==> src/bpl_pkg.sv <==
`default_nettype none
package bpl_pkg;
  // Clock rate and nominal bit timing.
  localparam int unsigned CLK_HZ = 40_000_000;
  localparam int unsigned HOST_BIT_PERIOD_US = 1024;
  localparam int unsigned REPLY_BIT_PERIOD_US = 1024;
  // Half bit time as a fraction of the host bit period, in percent.
  localparam int unsigned HALF_BIT_PCT = 50;
  localparam int unsigned HOST_BIT_CYC = (CLK_HZ / 1_000_000) * HOST_BIT_PERIOD_US;
  localparam int unsigned REPLY_BIT_CYC = (CLK_HZ / 1_000_000) * REPLY_BIT_PERIOD_US;
  localparam int unsigned HALF_BIT_CYC = HOST_BIT_CYC * HALF_BIT_PCT / 100;
  // Word width carried by the link and FIFO depth.
  localparam int unsigned WORD_W = 8;
  localparam int unsigned FIFO_DEPTH = 16;
  // Receive mode states.
  typedef enum logic [1:0] {
    BPL_APP = 2'b00,
    BPL_PROG = 2'b01
  } bpl_mode_t;
endpackage : bpl_pkg
`default_nettype wire

==> src/bpl_fifo.sv <==
`timescale 1ns/1ps
`default_nettype none
module bpl_fifo #(
  parameter int unsigned WIDTH = 8,
  parameter int unsigned DEPTH = 16
) (
  input wire logic clk_i,
  input wire logic sys_rst_i,
  input wire logic [WIDTH-1:0] in_data_i,
  input wire logic in_valid_i,
  output logic in_ready_o,
  output logic [WIDTH-1:0] out_data_o,
  output logic out_valid_o,
  input wire logic out_ready_i
);
  localparam int unsigned AW = $clog2(DEPTH);
  logic [WIDTH-1:0] mem_ff [DEPTH];
  logic [AW:0] wr_ff, nxt_wr, rd_ff, nxt_rd;
  logic push, pop, full, empty;

  // Pointers carry one extra bit so full and empty are distinct.
  always_comb begin
    full = (wr_ff[AW-1:0] == rd_ff[AW-1:0]) && (wr_ff[AW] != rd_ff[AW]);
    empty = (wr_ff == rd_ff);
    push = in_valid_i && !full;
    pop = out_ready_i && !empty;
    nxt_wr = push ? wr_ff + 1'b1 : wr_ff;
    nxt_rd = pop ? rd_ff + 1'b1 : rd_ff;
    in_ready_o = !full;
    out_valid_o = !empty;
    out_data_o = mem_ff[rd_ff[AW-1:0]];
  end

  // Pointer and storage registers.
  always_ff @(posedge clk_i) begin
    if (sys_rst_i) begin
      wr_ff <= '0;
      rd_ff <= '0;
    end else begin
      wr_ff <= nxt_wr;
      rd_ff <= nxt_rd;
    end
    if (push) begin
      mem_ff[wr_ff[AW-1:0]] <= in_data_i;
    end
  end
endmodule : bpl_fifo
`default_nettype wire

==> src/bpl_link.sv <==
`timescale 1ns/1ps
`default_nettype none
module bpl_link
  import bpl_pkg::*;
#(
  parameter int unsigned W = WORD_W,
  parameter int unsigned DEPTH = FIFO_DEPTH,
  parameter int unsigned HOST_CYC = HOST_BIT_CYC,
  parameter int unsigned REPLY_CYC = REPLY_BIT_CYC
) (
  input wire logic clk_i,
  input wire logic sys_rst_i,
  input wire logic lock_nv_i,
  input wire logic prog_pulse_i,
  input wire logic rx_line_i,
  output logic tx_line_o,
  output logic tx_drive_o,
  output logic prog_mode_o,
  output logic lock_pending_o,
  input wire logic lock_write_i,
  output logic [W-1:0] rx_data_o,
  output logic rx_valid_o,
  input wire logic rx_ready_i,
  input wire logic [W-1:0] tx_data_i,
  input wire logic tx_valid_i,
  output logic tx_ready_o,
  input wire logic [7:0] diag_i,
  output logic [7:0] diag_o,
  output logic [7:0] rx_err_cnt_o
);
  localparam int unsigned HALF_CYC = HOST_CYC * HALF_BIT_PCT / 100;
  localparam int unsigned RCW = $clog2(2 * HOST_CYC + 1);
  localparam int unsigned BW = $clog2(W + 1);
  // Edge windows: mid edge accepted from 1/4 to 3/4, boundary after 3/4 to 5/4.
  localparam logic [RCW-1:0] MID_LO = RCW'(HALF_CYC / 2);
  localparam logic [RCW-1:0] MID_HI = RCW'(HALF_CYC + HALF_CYC / 2);
  localparam logic [RCW-1:0] BND_HI = RCW'(HOST_CYC + HALF_CYC / 2);
  localparam logic [RCW-1:0] TX_HALF = RCW'(REPLY_CYC * HALF_BIT_PCT / 100);
  localparam logic [RCW-1:0] TX_FULL = RCW'(REPLY_CYC);

  // Saturating increment used by both bit timers.
  function automatic logic [RCW-1:0] tick(input logic [RCW-1:0] c);
    tick = (c == '1) ? c : c + 1'b1;
  endfunction : tick

  // Mode and lock state.
  bpl_mode_t mode_ff, nxt_mode;
  logic lock_pend_ff, nxt_lock_pend;
  logic lock_live_ff, nxt_lock_live;
  logic lock_eff;
  logic [7:0] diag_ff, nxt_diag;

  always_comb begin
    nxt_mode = mode_ff;
    nxt_lock_pend = lock_pend_ff | lock_write_i;
    nxt_lock_live = lock_eff;
    nxt_diag = diag_i;
    if (mode_ff == BPL_APP && prog_pulse_i && !lock_live_ff) begin
      nxt_mode = BPL_PROG;
    end
  end

  // Reset stands for power-up: application mode, lock sampled from memory.
  always_ff @(posedge clk_i) begin
    if (sys_rst_i) begin
      mode_ff <= BPL_APP;
      lock_pend_ff <= 1'b0;
      lock_live_ff <= 1'b1; // Blocked until the stored lock has been captured.
      diag_ff <= 8'h00;
    end else begin
      mode_ff <= nxt_mode;
      lock_pend_ff <= nxt_lock_pend;
      lock_live_ff <= nxt_lock_live;
      diag_ff <= nxt_diag;
    end
  end

  // The live lock is captured once, just after reset release.
  logic cap_done_ff, nxt_cap_done;
  always_comb begin
    nxt_cap_done = 1'b1;
  end
  always_ff @(posedge clk_i) begin
    if (sys_rst_i) begin
      cap_done_ff <= 1'b0;
    end else begin
      cap_done_ff <= nxt_cap_done;
    end
  end
  logic lock_cap_ff;
  always_ff @(posedge clk_i) begin
    if (!cap_done_ff) begin
      lock_cap_ff <= lock_nv_i;
    end
  end
  // Lock blocks the pulse only once captured; until then none is honoured.
  always_comb begin
    lock_eff = lock_cap_ff | !cap_done_ff;
  end

  // Receive decoder state.
  logic rx_prev_ff, nxt_rx_prev;
  logic [RCW-1:0] rcnt_ff, nxt_rcnt;
  logic rmid_ff, nxt_rmid;
  logic rsync_ff, nxt_rsync;
  logic [W-1:0] rsh_ff, nxt_rsh;
  logic [BW-1:0] rbits_ff, nxt_rbits;
  logic [7:0] rerr_ff, nxt_rerr;
  logic rpush;
  logic [W-1:0] rword;
  logic rx_in_ready;
  logic edge_seen, take_bit, bit_val;

  always_comb begin
    nxt_rx_prev = rx_line_i;
    edge_seen = rx_line_i != rx_prev_ff;
    nxt_rcnt = tick(rcnt_ff);
    nxt_rmid = rmid_ff;
    nxt_rsync = rsync_ff;
    nxt_rsh = rsh_ff;
    nxt_rbits = rbits_ff;
    nxt_rerr = rerr_ff;
    take_bit = 1'b0;
    bit_val = 1'b0;
    rpush = 1'b0;
    rword = rsh_ff;
    if (mode_ff != BPL_PROG) begin
      nxt_rsync = 1'b0;
      nxt_rcnt = '0;
    end else if (edge_seen) begin
      if (!rsync_ff) begin
        nxt_rsync = 1'b1; // First edge opens the first bit period.
        nxt_rcnt = '0;
        nxt_rmid = 1'b0;
      end else if (rcnt_ff >= MID_LO && rcnt_ff < MID_HI && !rmid_ff) begin
        nxt_rmid = 1'b1;
      end else if (rcnt_ff >= MID_HI && rcnt_ff < BND_HI) begin
        take_bit = 1'b1;
        bit_val = rmid_ff;
        nxt_rcnt = '0;
        nxt_rmid = 1'b0;
      end else begin
        nxt_rerr = rerr_ff + 8'h01; // Edge outside every window, or a second edge in the mid window.
        nxt_rsync = 1'b0;
        nxt_rbits = '0;
      end
    end else if (rsync_ff && rcnt_ff >= BND_HI) begin
      nxt_rsync = 1'b0; // Line idle: telegram over, drop a partial word.
      nxt_rbits = '0;
    end
    if (take_bit) begin
      nxt_rsh = {rsh_ff[W-2:0], bit_val}; // MSB first.
      if (rbits_ff == BW'(W - 1)) begin
        nxt_rbits = '0;
        rword = {rsh_ff[W-2:0], bit_val};
        rpush = 1'b1;
        if (!rx_in_ready) begin
          nxt_rerr = rerr_ff + 8'h01; // Overflow counts as an error.
        end
      end else begin
        nxt_rbits = rbits_ff + 1'b1;
      end
    end
  end

  always_ff @(posedge clk_i) begin
    if (sys_rst_i) begin
      rx_prev_ff <= 1'b1;
      rcnt_ff <= '0;
      rmid_ff <= 1'b0;
      rsync_ff <= 1'b0;
      rsh_ff <= '0;
      rbits_ff <= '0;
      rerr_ff <= 8'h00;
    end else begin
      rx_prev_ff <= nxt_rx_prev;
      rcnt_ff <= nxt_rcnt;
      rmid_ff <= nxt_rmid;
      rsync_ff <= nxt_rsync;
      rsh_ff <= nxt_rsh;
      rbits_ff <= nxt_rbits;
      rerr_ff <= nxt_rerr;
    end
  end

  // Received words queue for the memory side.
  logic [W-1:0] rq_data;
  logic rq_valid;
  bpl_fifo #(.WIDTH(W), .DEPTH(DEPTH)) u_rx_fifo (
    .clk_i(clk_i),
    .sys_rst_i(sys_rst_i),
    .in_data_i(rword),
    .in_valid_i(rpush),
    .in_ready_o(rx_in_ready),
    .out_data_o(rq_data),
    .out_valid_o(rq_valid),
    .out_ready_i(rx_ready_i && !rx_valid_o)
  );

  // Output register stage for the receive stream.
  logic [W-1:0] rxd_ff, nxt_rxd;
  logic rxv_ff, nxt_rxv;
  always_comb begin
    nxt_rxd = rxd_ff;
    nxt_rxv = rxv_ff && !rx_ready_i;
    if (rq_valid && rx_ready_i && !rxv_ff) begin
      nxt_rxd = rq_data;
      nxt_rxv = 1'b1;
    end
  end
  always_ff @(posedge clk_i) begin
    if (sys_rst_i) begin
      rxd_ff <= '0;
      rxv_ff <= 1'b0;
    end else begin
      rxd_ff <= nxt_rxd;
      rxv_ff <= nxt_rxv;
    end
  end

  // Transmit encoder: one word at a time, MSB first.
  logic [RCW-1:0] tcnt_ff, nxt_tcnt;
  logic [W-1:0] tsh_ff, nxt_tsh;
  logic [BW-1:0] tbits_ff, nxt_tbits;
  logic tbusy_ff, nxt_tbusy;
  logic tline_ff, nxt_tline;
  logic tdrv_ff, nxt_tdrv;
  logic tready_ff, nxt_tready;

  always_comb begin
    nxt_tcnt = tcnt_ff;
    nxt_tsh = tsh_ff;
    nxt_tbits = tbits_ff;
    nxt_tbusy = tbusy_ff;
    nxt_tline = tline_ff;
    nxt_tdrv = tbusy_ff;
    nxt_tready = !tbusy_ff && mode_ff == BPL_PROG && !tready_ff;
    if (!tbusy_ff) begin
      if (tready_ff && tx_valid_i) begin
        nxt_tsh = tx_data_i;
        nxt_tbits = '0;
        nxt_tcnt = '0;
        nxt_tbusy = 1'b1;
        nxt_tready = 1'b0;
        nxt_tline = !tline_ff; // Opening boundary edge.
      end
    end else begin
      nxt_tcnt = tick(tcnt_ff);
      if (tcnt_ff == TX_HALF - 1'b1 && tsh_ff[W-1]) begin
        nxt_tline = !tline_ff;
      end
      if (tcnt_ff == TX_FULL - 1'b1) begin
        nxt_tline = !tline_ff;
        nxt_tcnt = '0;
        nxt_tsh = {tsh_ff[W-2:0], 1'b0};
        if (tbits_ff == BW'(W - 1)) begin
          nxt_tbusy = 1'b0;
        end else begin
          nxt_tbits = tbits_ff + 1'b1;
        end
      end
    end
    // Drive rises with the opening edge and falls a cycle after the closing one.
    nxt_tdrv = nxt_tdrv || nxt_tbusy;
  end

  always_ff @(posedge clk_i) begin
    if (sys_rst_i) begin
      tcnt_ff <= '0;
      tsh_ff <= '0;
      tbits_ff <= '0;
      tbusy_ff <= 1'b0;
      tline_ff <= 1'b1;
      tdrv_ff <= 1'b0;
      tready_ff <= 1'b0;
    end else begin
      tcnt_ff <= nxt_tcnt;
      tsh_ff <= nxt_tsh;
      tbits_ff <= nxt_tbits;
      tbusy_ff <= nxt_tbusy;
      tline_ff <= nxt_tline;
      tdrv_ff <= nxt_tdrv;
      tready_ff <= nxt_tready;
    end
  end

  // Outputs straight from flip-flops.
  always_comb begin
    tx_line_o = tline_ff;
    tx_drive_o = tdrv_ff;
    prog_mode_o = (mode_ff == BPL_PROG);
    lock_pending_o = lock_pend_ff;
    rx_data_o = rxd_ff;
    rx_valid_o = rxv_ff;
    tx_ready_o = tready_ff;
    diag_o = diag_ff;
    rx_err_cnt_o = rerr_ff;
  end
endmodule : bpl_link
`default_nettype wire

==> config.mk <==
export PLATFORM = sky130hd
export DESIGN_NAME = bpl_link
export DESIGN_NICKNAME = d
export VERILOG_FILES = /design/src/bpl_pkg.sv /design/src/bpl_fifo.sv /design/src/bpl_link.sv
export SDC_FILE = /design/constraint.sdc
export NUM_CORES = 1
export LEC_CHECK = 0
export ABC_AREA = 1
export BUFFER_PORTS_ARGS = -buffer_cell sky130_fd_sc_hd__buf_4
export CAP_MARGIN = 20
export CORE_ASPECT_RATIO = 0.5
export CORE_UTILIZATION = 25
export DETAILED_ROUTE_END_ITERATION = 10
export GPL_TIMING_DRIVEN = 1
export PLACE_DENSITY = 0.46
export SYNTH_ARGS = -nofsm -noshare
export SYNTH_HDL_FRONTEND = slang
export SYNTH_SLANG_ARGS = --single-unit
==> constraint.sdc <==
create_clock -name clk_i -period 3 [get_ports clk_i]
set_clock_uncertainty 0.2 [all_clocks]
set_input_delay 0.15 -clock clk_i [delete_from_list [all_inputs] [get_ports clk_i]]
set_output_delay 0.15 -clock clk_i [all_outputs]
set_load 0.01 [all_outputs]
; Word-level counts from Yosys, hierarchy flattened
; Memories as Yosys holds them, arrays and structs flattened. A register that Yosys moved wholly into a read port is not among the register bits.
; Index checks and enable logic that the tools add are counted.
; W data, S select, Z words.
[classes]
eq_ne = 19
bitwise_logic = 3
muxes = 67
n_reduce_logical = 39
n_addsub = 7
magnitude_cmp = 5
[ops]
columns = cell, n
row1 = $mux W17, 9
row2 = $mux W8, 13
row3 = $mux W4, 12
row4 = $add A17 B1 Y17 const B, 2
row5 = $eq A17 B17 Y1 const B, 2
row6 = $mux W1, 33
row7 = $eq A17 B15 Y1 const B, 1
row8 = $eq A17 B16 Y1 const B, 1
row9 = $ge A17 B14 Y1 const B, 1
row10 = $ge A17 B15 Y1 const B, 1
row11 = $ge A17 B16 Y1 const B, 1
row12 = $logic_and A1 B1 Y1, 17
row13 = $lt A17 B15 Y1 const B, 1
row14 = $lt A17 B16 Y1 const B, 1
row15 = $add A5 B1 Y5 const B, 2
row16 = $logic_not A1 Y1, 10
row17 = $add A4 B1 Y4 const B, 2
row18 = $add A8 B1 Y8 const B, 1
row19 = $eq A4 B3 Y1 const B, 2
row20 = $ne A3 B1 Y1 const B, 2
row21 = $ne A3 B2 Y1 const B, 2
row22 = $ne A3 B3 Y1 const B, 2
row23 = $reduce_and A2 Y1, 3
row24 = $reduce_and A3 Y1, 2
row25 = other kinds (13), 17
[totals]
mem_bits_rw = 128
out_inout_bits = 30
regBits = 97
mem_count = 1
[mem_list]
columns = name, words, word_bits, rd, rd_clocked_by_memory_dff, wr, line
row1 = u_rx_fifo.mem_ff, 16, 8, 1, 1, 1, bpl_fifo.sv:17  ; logic [WIDTH-1:0] mem_ff [DEPTH];

; Logic depth before layout (Yosys ltp)
; Gate-level depths: netlist of the first run.
[depth]
ltp_word = 11
ltp_mapped = 16

; Hierarchy
; From an unflattened synthesis of the first run, not the netlist that was laid out.
[hier_totals]
cells_unflattened = 1163
area_unflattened_um2 = 10565.1
[modules_own_cells]
columns = mod, area_each_um2, cells_per_inst, instances, seq_area_each_um2
row1 = bpl_fifo, 6000.8, 533, 1, 4124.0
row2 = bpl_link, 4564.4, 630, 1, 1911.8

; Least setup slack after synthesis of the first run
; No wires, ideal clock.
[synth_path]
kind = register -> register
start = reg rcnt_ff[13]
end = mem u_rx_fifo.mem_ff[0][0] (data pin)
path_buffers = 1
path_slack_ps = 573
arrival_ps = 1896
synth_period_minus_slack_ps = 2427
stages_incl_launch_ff = 8
t_required_ps = 2470
setup_ps = 330
cell_sequence = dfxtp_1 nand2_1 o21ai_4 nand2_4 nor2_8 nand2_4 clkbuf_1 o21ai_0
[synth_via]
elab_chain_len = 9
[synth_lines]
columns = element, line
row1 = from (decl), bpl_link.sv:103  ; logic [RCW-1:0] rcnt_ff, nxt_rcnt;
row2 = from (signal assigned), bpl_link.sv:177  ; rcnt_ff <= nxt_rcnt;
row3 = $ge A17 B15 Y1 (tied with other cells), bpl_link.sv:137  ; end else if (rcnt_ff >= MID_HI && rcnt_ff < BND_HI) begin
row4 = "$logic_and A1 B1 Y1, on equally long branches", "bpl_link.sv:137, bpl_link.sv:135"
row5 = $mux W1 / $logic_and A1 B1 Y1 (equally long branches), "bpl_link.sv:137, bpl_link.sv:135"
row6 = $mux W1, bpl_link.sv:135  ; end else if (rcnt_ff >= MID_LO && rcnt_ff < MID_HI && !rmid_ff) begin
row7 = $mux W1, bpl_link.sv:131  ; if (!rsync_ff) begin
row8 = $mux W1, bpl_link.sv:130  ; end else if (edge_seen) begin
row9 = $mux W1, bpl_link.sv:127  ; if (mode_ff != BPL_PROG) begin
row10 = $mux W8, bpl_link.sv:153  ; if (rbits_ff == BW'(W - 1)) begin
row11 = $mux W8 *, bpl_link.sv:151  ; if (take_bit) begin
row12 = net rword[0], bpl_link.sv:110  ; logic [W-1:0] rword;
row13 = to (decl), bpl_fifo.sv:17
; Mark *: on every way through the listed nets, which the timed path passes. The rest lies on a longest branch.

; Final worst setup path of the first run
[layout_path]
start = reg tcnt_ff[0]
end = reg tcnt_ff[4]
[layout_via]
elab_chain_len = 4
[layout_lines]
columns = element, line
row1 = from (decl), bpl_link.sv:222  ; logic [RCW-1:0] tcnt_ff, nxt_tcnt;
row2 = from (signal assigned), bpl_link.sv:277  ; tcnt_ff <= nxt_tcnt;
row3 = $add A17 B1 Y17, bpl_link.sv:43  ; tick = (c == '1) ? c : c + 1'b1;
row4 = $mux W17, bpl_link.sv:43
row5 = $mux W17, bpl_link.sv:252  ; if (tcnt_ff == TX_FULL - 1'b1) begin
row6 = $mux W17, bpl_link.sv:238  ; if (!tbusy_ff) begin
; Several ways; a longest one is shown, not always the timed one. The select of a mux whose other input is x is not followed.
; A chain may end at the register's enable or synchronous reset.

==> results of run 1 <==
## power by group
part	leakage [nW]	internal, mW	total (mW)	switching (mW)
Sequential	1.77	3.37	3.40	0.0245
Combinational	2.15	0.176	0.485	0.309
Clock	0.390	1.74	3.01	1.27
## metrics by stage
step	utilization (%)	worst slack [ns]	hold WS [ns]	power (mW)	area (sq um)
after global placement	28.4	0.318	0.132	3.92	11100
after CTS	31.3	0.202	0.130	6.99	12200
after floorplan	-	0.573	0.0464	3.73	9950
after detailed placement	28.4	0.243	0.130	3.92	11100
after global routing	31.3	0.0305	0.156	7.17	12200
final	31.3	0.291	0.166	6.89	12200
## state kept, by name, summed over array words and instances, names as in the netlist, 4 cells and up
register and count:
u_rx_fifo.mem_ff 128, diag_o 8, u_rx_fifo.rd_ff 5, rx_err_cnt_o 8
rbits_ff 4, rx_data_o 8, tbits_ff 4, tsh_ff 8
u_rx_fifo.wr_ff 5, rsh_ff 8, rcnt_ff 17, tcnt_ff 17
## logic make-up (layout without fill, tap and decap cells)
logic type / count (synthesis) / in the layout / synth area share [%]
and+or+nand+nor: 431 / 431 / 19.0
AOI/OAI and AO/OA: 237 / 237 / 13.3
DFF: 233 / 233 / 59.9
buffers and inverters: 130 / 252 / 5.14
xor gates and xnor gates: 14 / 14 / 1.23
adders and majority gates: 12 / 12 / 1.51
## worst max path at each step
stage	startpoint	endpoint	slack (ns)
floorplan	rcnt_ff[13]	u_rx_fifo.mem_ff[0][0]	0.57
global placement	tcnt_ff[0]	tcnt_ff[7]	0.32
detailed placement	tcnt_ff[0]	tcnt_ff[7]	0.24
CTS	tcnt_ff[0]	tcnt_ff[13]	0.20
global route	tcnt_ff[0]	tcnt_ff[6]	0.03
finish	tcnt_ff[0]	tcnt_ff[4]	0.29
## area by class of cell
type                    count  area (sq um)  share of cell area (%)
clock buffers              37           719                    5.88
clock inverters             7          76.3                   0.624
inverters                  89           334                    2.73
multi-input cells         694          3490                    28.5
flip-flops and latches    233          5960                    48.7
well taps                 530           663                    5.42
repair buffers            119           996                    8.14
## worst max-delay path, stage by stage (launching register included)
cell and delay, ns:
dfxtp_1 0.37, ha_1 0.23, nand3_2 0.11, nor2_2 0.17
nand4_1 0.13, nor2_1 0.24, nand2_1 0.08, nor3_1 0.15
ha_1 0.19, nand3_1 0.08, nand2_1 0.38, o21ai_0 0.15
nand2_1 0.08, nor2_1 0.04
## layout by cell type (no fill, tap or decap), drive strengths merged, types with 3 or more instances in the layout
master / count
nor2: 181
nand3: 39
clkinv: 5
nand4: 14
a211oi: 3
dlygate4sd3: 36
inv: 90
dfxtp: 104
xnor2: 3
nor3: 24
edfxtp: 129
nand2: 166
o21ai: 124
o211ai: 3
o221ai: 13
clkbuf: 37
o22ai: 19
buf: 83
a31oi: 8
o21bai: 4
a21oi: 59
xor2: 11
ha: 12
## metal layers
metal / track usage [%] / wire length [um]
met1: 17.9 / 12800
met2: 19.5 / 11000
met3: 2.46 / 1380
met4: 2.57 / 371
met5: 0 / 0
## timing repair
action	CTS	global route
hold buffers	36	0
endpoints found under the setup margin	0	4
hold endpoints to repair	38	0
gates resized for setup	0	1
==> out/metrics.yaml, run 1 <==
run_status:
  run_status: "finished, final reports clean"
sta:
  slew_headroom_pct: 32.5
  final.period_utilization_pct: 90.3
  report.final.slew_viol_count: 0
  report.final.setup_viol: 0
  finalWorstPathRequiredPeriod_ns: 2.71
  max_freq_mhz: 369
  timing_hold_violations_final: 0
  fin_tns_setup_ns: 0
  unrepaired_setup_endpoints_after_global_routing: "false"
  worst_slew_pin_slew_ns: 1.01
yosys:
  yosys_warnings: 0
  async_reset_ff_share_pct: 0
  yosysTopAreaCellShare_pct: 38.9
  ys_types: 45
  ys_top_cells_by_area: "edfxtp_1 (39%), dfxtp_1 (21%), nor2_1 (6.5%)"
  netlist_area_sq_mm: 0.00995
  synthesis.instances: 1057
  synthMostInstantiatedCell: "nor2_1"
  prevailing_post_synth_register_cell: "edfxtp_1"
  postSynthAreaPerCell_sq_um: 9.41
  synth_enable_flop_cells: 129
  synthDominantAreaCellType: "edfxtp_1"
  synth_sequential_area_ratio_pct: 59.9
  synth_fp_nets: 1093
  synth_seq_cells: 233
  synthTopCellsByCount: "nor2_1 (172), nand2_1 (157), edfxtp_1 (129), o21ai_0 (120), dfxtp_1 (104)"
worst_setup_path:
  r2r-start: "tcnt_ff[0]"
  critPathCaptureType: "flip-flop"
  cp.arrival_ns: 2.91
  regToRegSetupSlack_ns: 0.29
  worst_r2r_endpoint: "tcnt_ff[4]"
  worst_reg_to_reg_path_cell_count: 13
  setup.worst_path.class: "flip-flop to flip-flop"
  crit_fanout: 14
  worst_ep_required_time_ns: 3.20
  cp-start-kind: "flip-flop"
die:
  number_of_top_level_design_ports: 54
  die_w_um: 284
  die_height_um: 143
  fp-row-count: 51
  coreArea_sq_mm: 0.0391
  initial_core_util_pct: 25.5
  die_area_sq_mm: 0.0406
place:
  hpwl_after_dpl_um: 16800
  gpl.final_weighted_congestion: 0.834
  place.detailed.instances: 1629
  io_buffer_count: 53
flow_run:
  max_cap_violations: 0
power:
  power.density_cell_area_mw_per_mm2: 563
  worst_ir_drop_vdd_v: 0.000345
  power_leakage_nw: 4.31
detailed_routing:
  avgViaCountPerCell: 4.50
  drt_drc_violations_left: 0
  vias: 7691
  detail_route.wirelength_um: 25600
  first_iter_violations: 608
  detail_route.wl_per_cell_um: 15.0
  dr.pass1.iters: 5
  ant_nets: 0
global_route:
  grt_start_max_net_pins: 67
  grt_pass1_vias: 7183
  number_of_antenna_violations_at_the_first_check_in_global_routing: 0
  grt_overflow_total: 0
  grt_pass1_wl_um: 40400
  groute.usage.overall_pct: 12.5
clocking:
  numClockSinks: 233
  clock_tree.htree_level_count: 1
  root_buffer: "clkbuf_16"
  tritoncts_clock_tree: "built"
  clock_insertion_delay_worst_skew_ns: 0.54
  clk_pin_slew_worst_paths_ns: 0.06
  post-cts-setup-buffers: 0
  ctsLongestPathBuffers: 3
  numCtsBuffers: 24
worst_hold_path:
  startpoint_of_the_lowest_slack_hold_path: "lock_nv_i"
  holdPathEnd: "lock_cap_ff"
  worst_hold_path_type: "input pin to flip-flop"
  worst_hold_path_cells: 2
finish:
  number_of_nets_in_the_layout: 1197
  drive_gt1_share_pct: 12.9
  num_antenna_cells: 0
  layout.filler_cells: 4025
  syn_to_final_growth_pct: 23.0
  number_of_non_filler_instances_in_the_completed_layout: 1709
Power figures use the tool's default switching activity.
==> run 2, diff against run 1 <==
==> constraint.sdc (replaced) <==
create_clock -name clk_i -period 3 [get_ports clk_i]
set_clock_uncertainty 0.2 [all_clocks]
set_input_delay 0.45 -clock clk_i [delete_from_list [all_inputs] [get_ports clk_i]]
set_output_delay 0.45 -clock clk_i [all_outputs]
set_load 0.01 [all_outputs]
==> out/metrics.yaml, run 2 (synthesis gave the netlist of run 1 again) <==
worst_setup_path:
  cp.arrival_ns: 2.71  # -0.20 ns
  setup.worst_path.class: "input pin to flip-flop"
  worst_r2r_endpoint: "u_rx_fifo.mem_ff[4][4]"
  r2r-start: "rcnt_ff[13]"
  crit_fanout: 8  # -6
  worst_reg_to_reg_path_cell_count: 8  # -5
  regToRegSetupSlack_ns: 0.33  # +0.04 ns
  cp-start-kind: "input pin"
  worst_ep_required_time_ns: 2.97  # -0.23 ns
  critPathCaptureType: "flip-flop"
place:
  hpwl_after_dpl_um: 17000  # +1.3%
  placed_cell_area_sq_mm: 0.0110  # -0.31%
  io_buffer_count: 53  # unchanged
  gpl.final_weighted_congestion: 0.824  # -1.1%
detailed_routing:
  drt_drc_violations_left: 0  # unchanged
  vias: 7612  # -1.0%
  detail_route.wirelength_um: 25500  # -0.30%
  dr.pass1.iters: 6  # +1
  avgViaCountPerCell: 4.51  # +0.20%
  first_iter_violations: 501  # -18%
  detail_route.wl_per_cell_um: 15.1  # +0.94%
  ant_nets: 0  # unchanged
global_route:
  number_of_antenna_violations_at_the_first_check_in_global_routing: 0  # unchanged
  grt_overflow_total: 0  # unchanged
  grt_pass1_vias: 7495  # +4.3%
  grt_start_max_net_pins: 67  # unchanged
  groute.usage.overall_pct: 12.6  # +0.093 points
  grt_pass1_wl_um: 41000  # +1.5%
sta:
  max_freq_mhz: 365  # -0.99%
  finalWorstPathRequiredPeriod_ns: 2.74  # +0.0271 ns
  report.final.setup_viol: 0  # unchanged
  slew_headroom_pct: 39.5  # +7.0 points
  timing_hold_violations_final: 0  # unchanged
  unrepaired_setup_endpoints_after_global_routing: "true"
  report.final.slew_viol_count: 0  # unchanged
  worst_slew_pin_slew_ns: 0.904  # -0.105 ns
  holdWs_ns: 0.0485  # -0.117 ns
  fin_tns_setup_ns: 0  # unchanged
  final.period_utilization_pct: 91.2  # +0.90 points
die:
  die_area_sq_mm: 0.0406  # unchanged
  initial_core_util_pct: 25.5  # unchanged
  number_of_top_level_design_ports: 54  # unchanged
  die_w_um: 284  # unchanged
  die_height_um: 143  # unchanged
  coreArea_sq_mm: 0.0391  # unchanged
  fp-row-count: 51  # unchanged
finish:
  num_antenna_cells: 0  # unchanged
  final_cell_mix: "nor2_1 (169), nand2_1 (155), edfxtp_1 (129)"
  mostFrequentLayoutCell: "nor2_1"
  layout.filler_cells: 4042  # +0.42%
  post_layout_instance_area_sq_mm: 0.0121  # -0.86%
  syn_to_final_growth_pct: 21.9
  largest_register_ffs: 128  # unchanged
  number_of_nets_in_the_layout: 1174  # -1.9%
  drive_gt1_share_pct: 13.5  # +0.58 points
power:
  power_leakage_nw: 4.25  # -1.5%
  power.density_cell_area_mw_per_mm2: 600  # +6.5%
  worst_ir_drop_vdd_v: 0.000408  # +18%
worst_hold_path:
  startpoint_of_the_lowest_slack_hold_path: "tx_valid_i"
  holdPathEnd: "tx_drive_o"
  worst_hold_path_cells: 3  # +1
  worst_hold_path_type: "input pin to flip-flop"
clocking:
  clk_pin_slew_worst_paths_ns: 0.06  # about the same
  numCtsBuffers: 26  # +8.3%
  root_buffer: "clkbuf_16"
  clock_tree.htree_level_count: 1  # unchanged
  ctsLongestPathBuffers: 3  # unchanged
  numClockSinks: 233  # unchanged
  tritoncts_clock_tree: "built"
  clock_insertion_delay_worst_skew_ns: 0.55  # about the same
  post-cts-setup-buffers: 0  # unchanged
run_status:
  run_status: "finished, final reports clean"
flow_run:
  max_cap_violations: 0  # unchanged
-- run 2: stage by stage --
stage	total power, mW	utilization (%)	worst slack [ns]	instances
after floorplan	3.73	-	0.436	1057
after global placement	3.91	28.3	0.278	1625
after detailed placement	3.92	28.3	0.133	1625
after CTS	7.38	31.0	0.153	1687
after global routing	7.57	31.1	-0.0149	1688
final	7.28	31.1	0.264	1688
-- run 2: area by class of cell --
class                           instances  area (sq um)  area share [%]
Timing Repair Buffer                   94           759            6.26
Inverter                               89           334            2.75
Sequential cell                       233          5960            49.1
Tap cell                              530           663            5.47
Clock buffer                           34           711            5.86
Multi-Input combinational cell        694          3490            28.8
Clock inverter                         14           210            1.73
-- run 2: how the worst max path moves through the flow --
stage / start / to
after floorplan: rx_line_i / u_rx_fifo.mem_ff[0][0]
after global placement: tcnt_ff[0] / tcnt_ff[7]
after detailed placement: rx_line_i / u_rx_fifo.mem_ff[10][7]
after CTS: rx_line_i / u_rx_fifo.mem_ff[10][4]
after global routing: tcnt_ff[0] / tcnt_ff[7]
final: rx_line_i / u_rx_fifo.mem_ff[4][4]
-- run 2: worst max-delay path, stage by stage --
cell,delay (ns)
dlygate4sd3_1,0.54
buf_4,0.14
nand2_1,0.08
nand4_1,0.24
nor2_8,0.19
nand2_4,0.08
nor2_8,0.13
nand2_1,0.14
nor2_1,0.71
-- run 2: power by group --
group	switching [mW]	leakage [nW]	internal, mW
combinational	0.303	2.03	0.158
sequential	0.0257	1.77	3.37
clock	1.31	0.451	2.10
-- run 2: repair_timing --
item	CTS	global route
gates resized for setup	0	5
hold endpoints to repair	14	0
hold buffers	14	0
setup endpoints to repair	0	31
-- run 2: routing by layer --
metal | vias up | global-route usage [%] | part of all wire [%]
met5 | - | 0 | 0
met4 | 0 | 3.00 | 1.5
met3 | 25 | 2.09 | 3.8
met2 | 142 | 20.8 | 46
met1 | 3653 | 17.3 | 48
li1 | 3792 | - | -
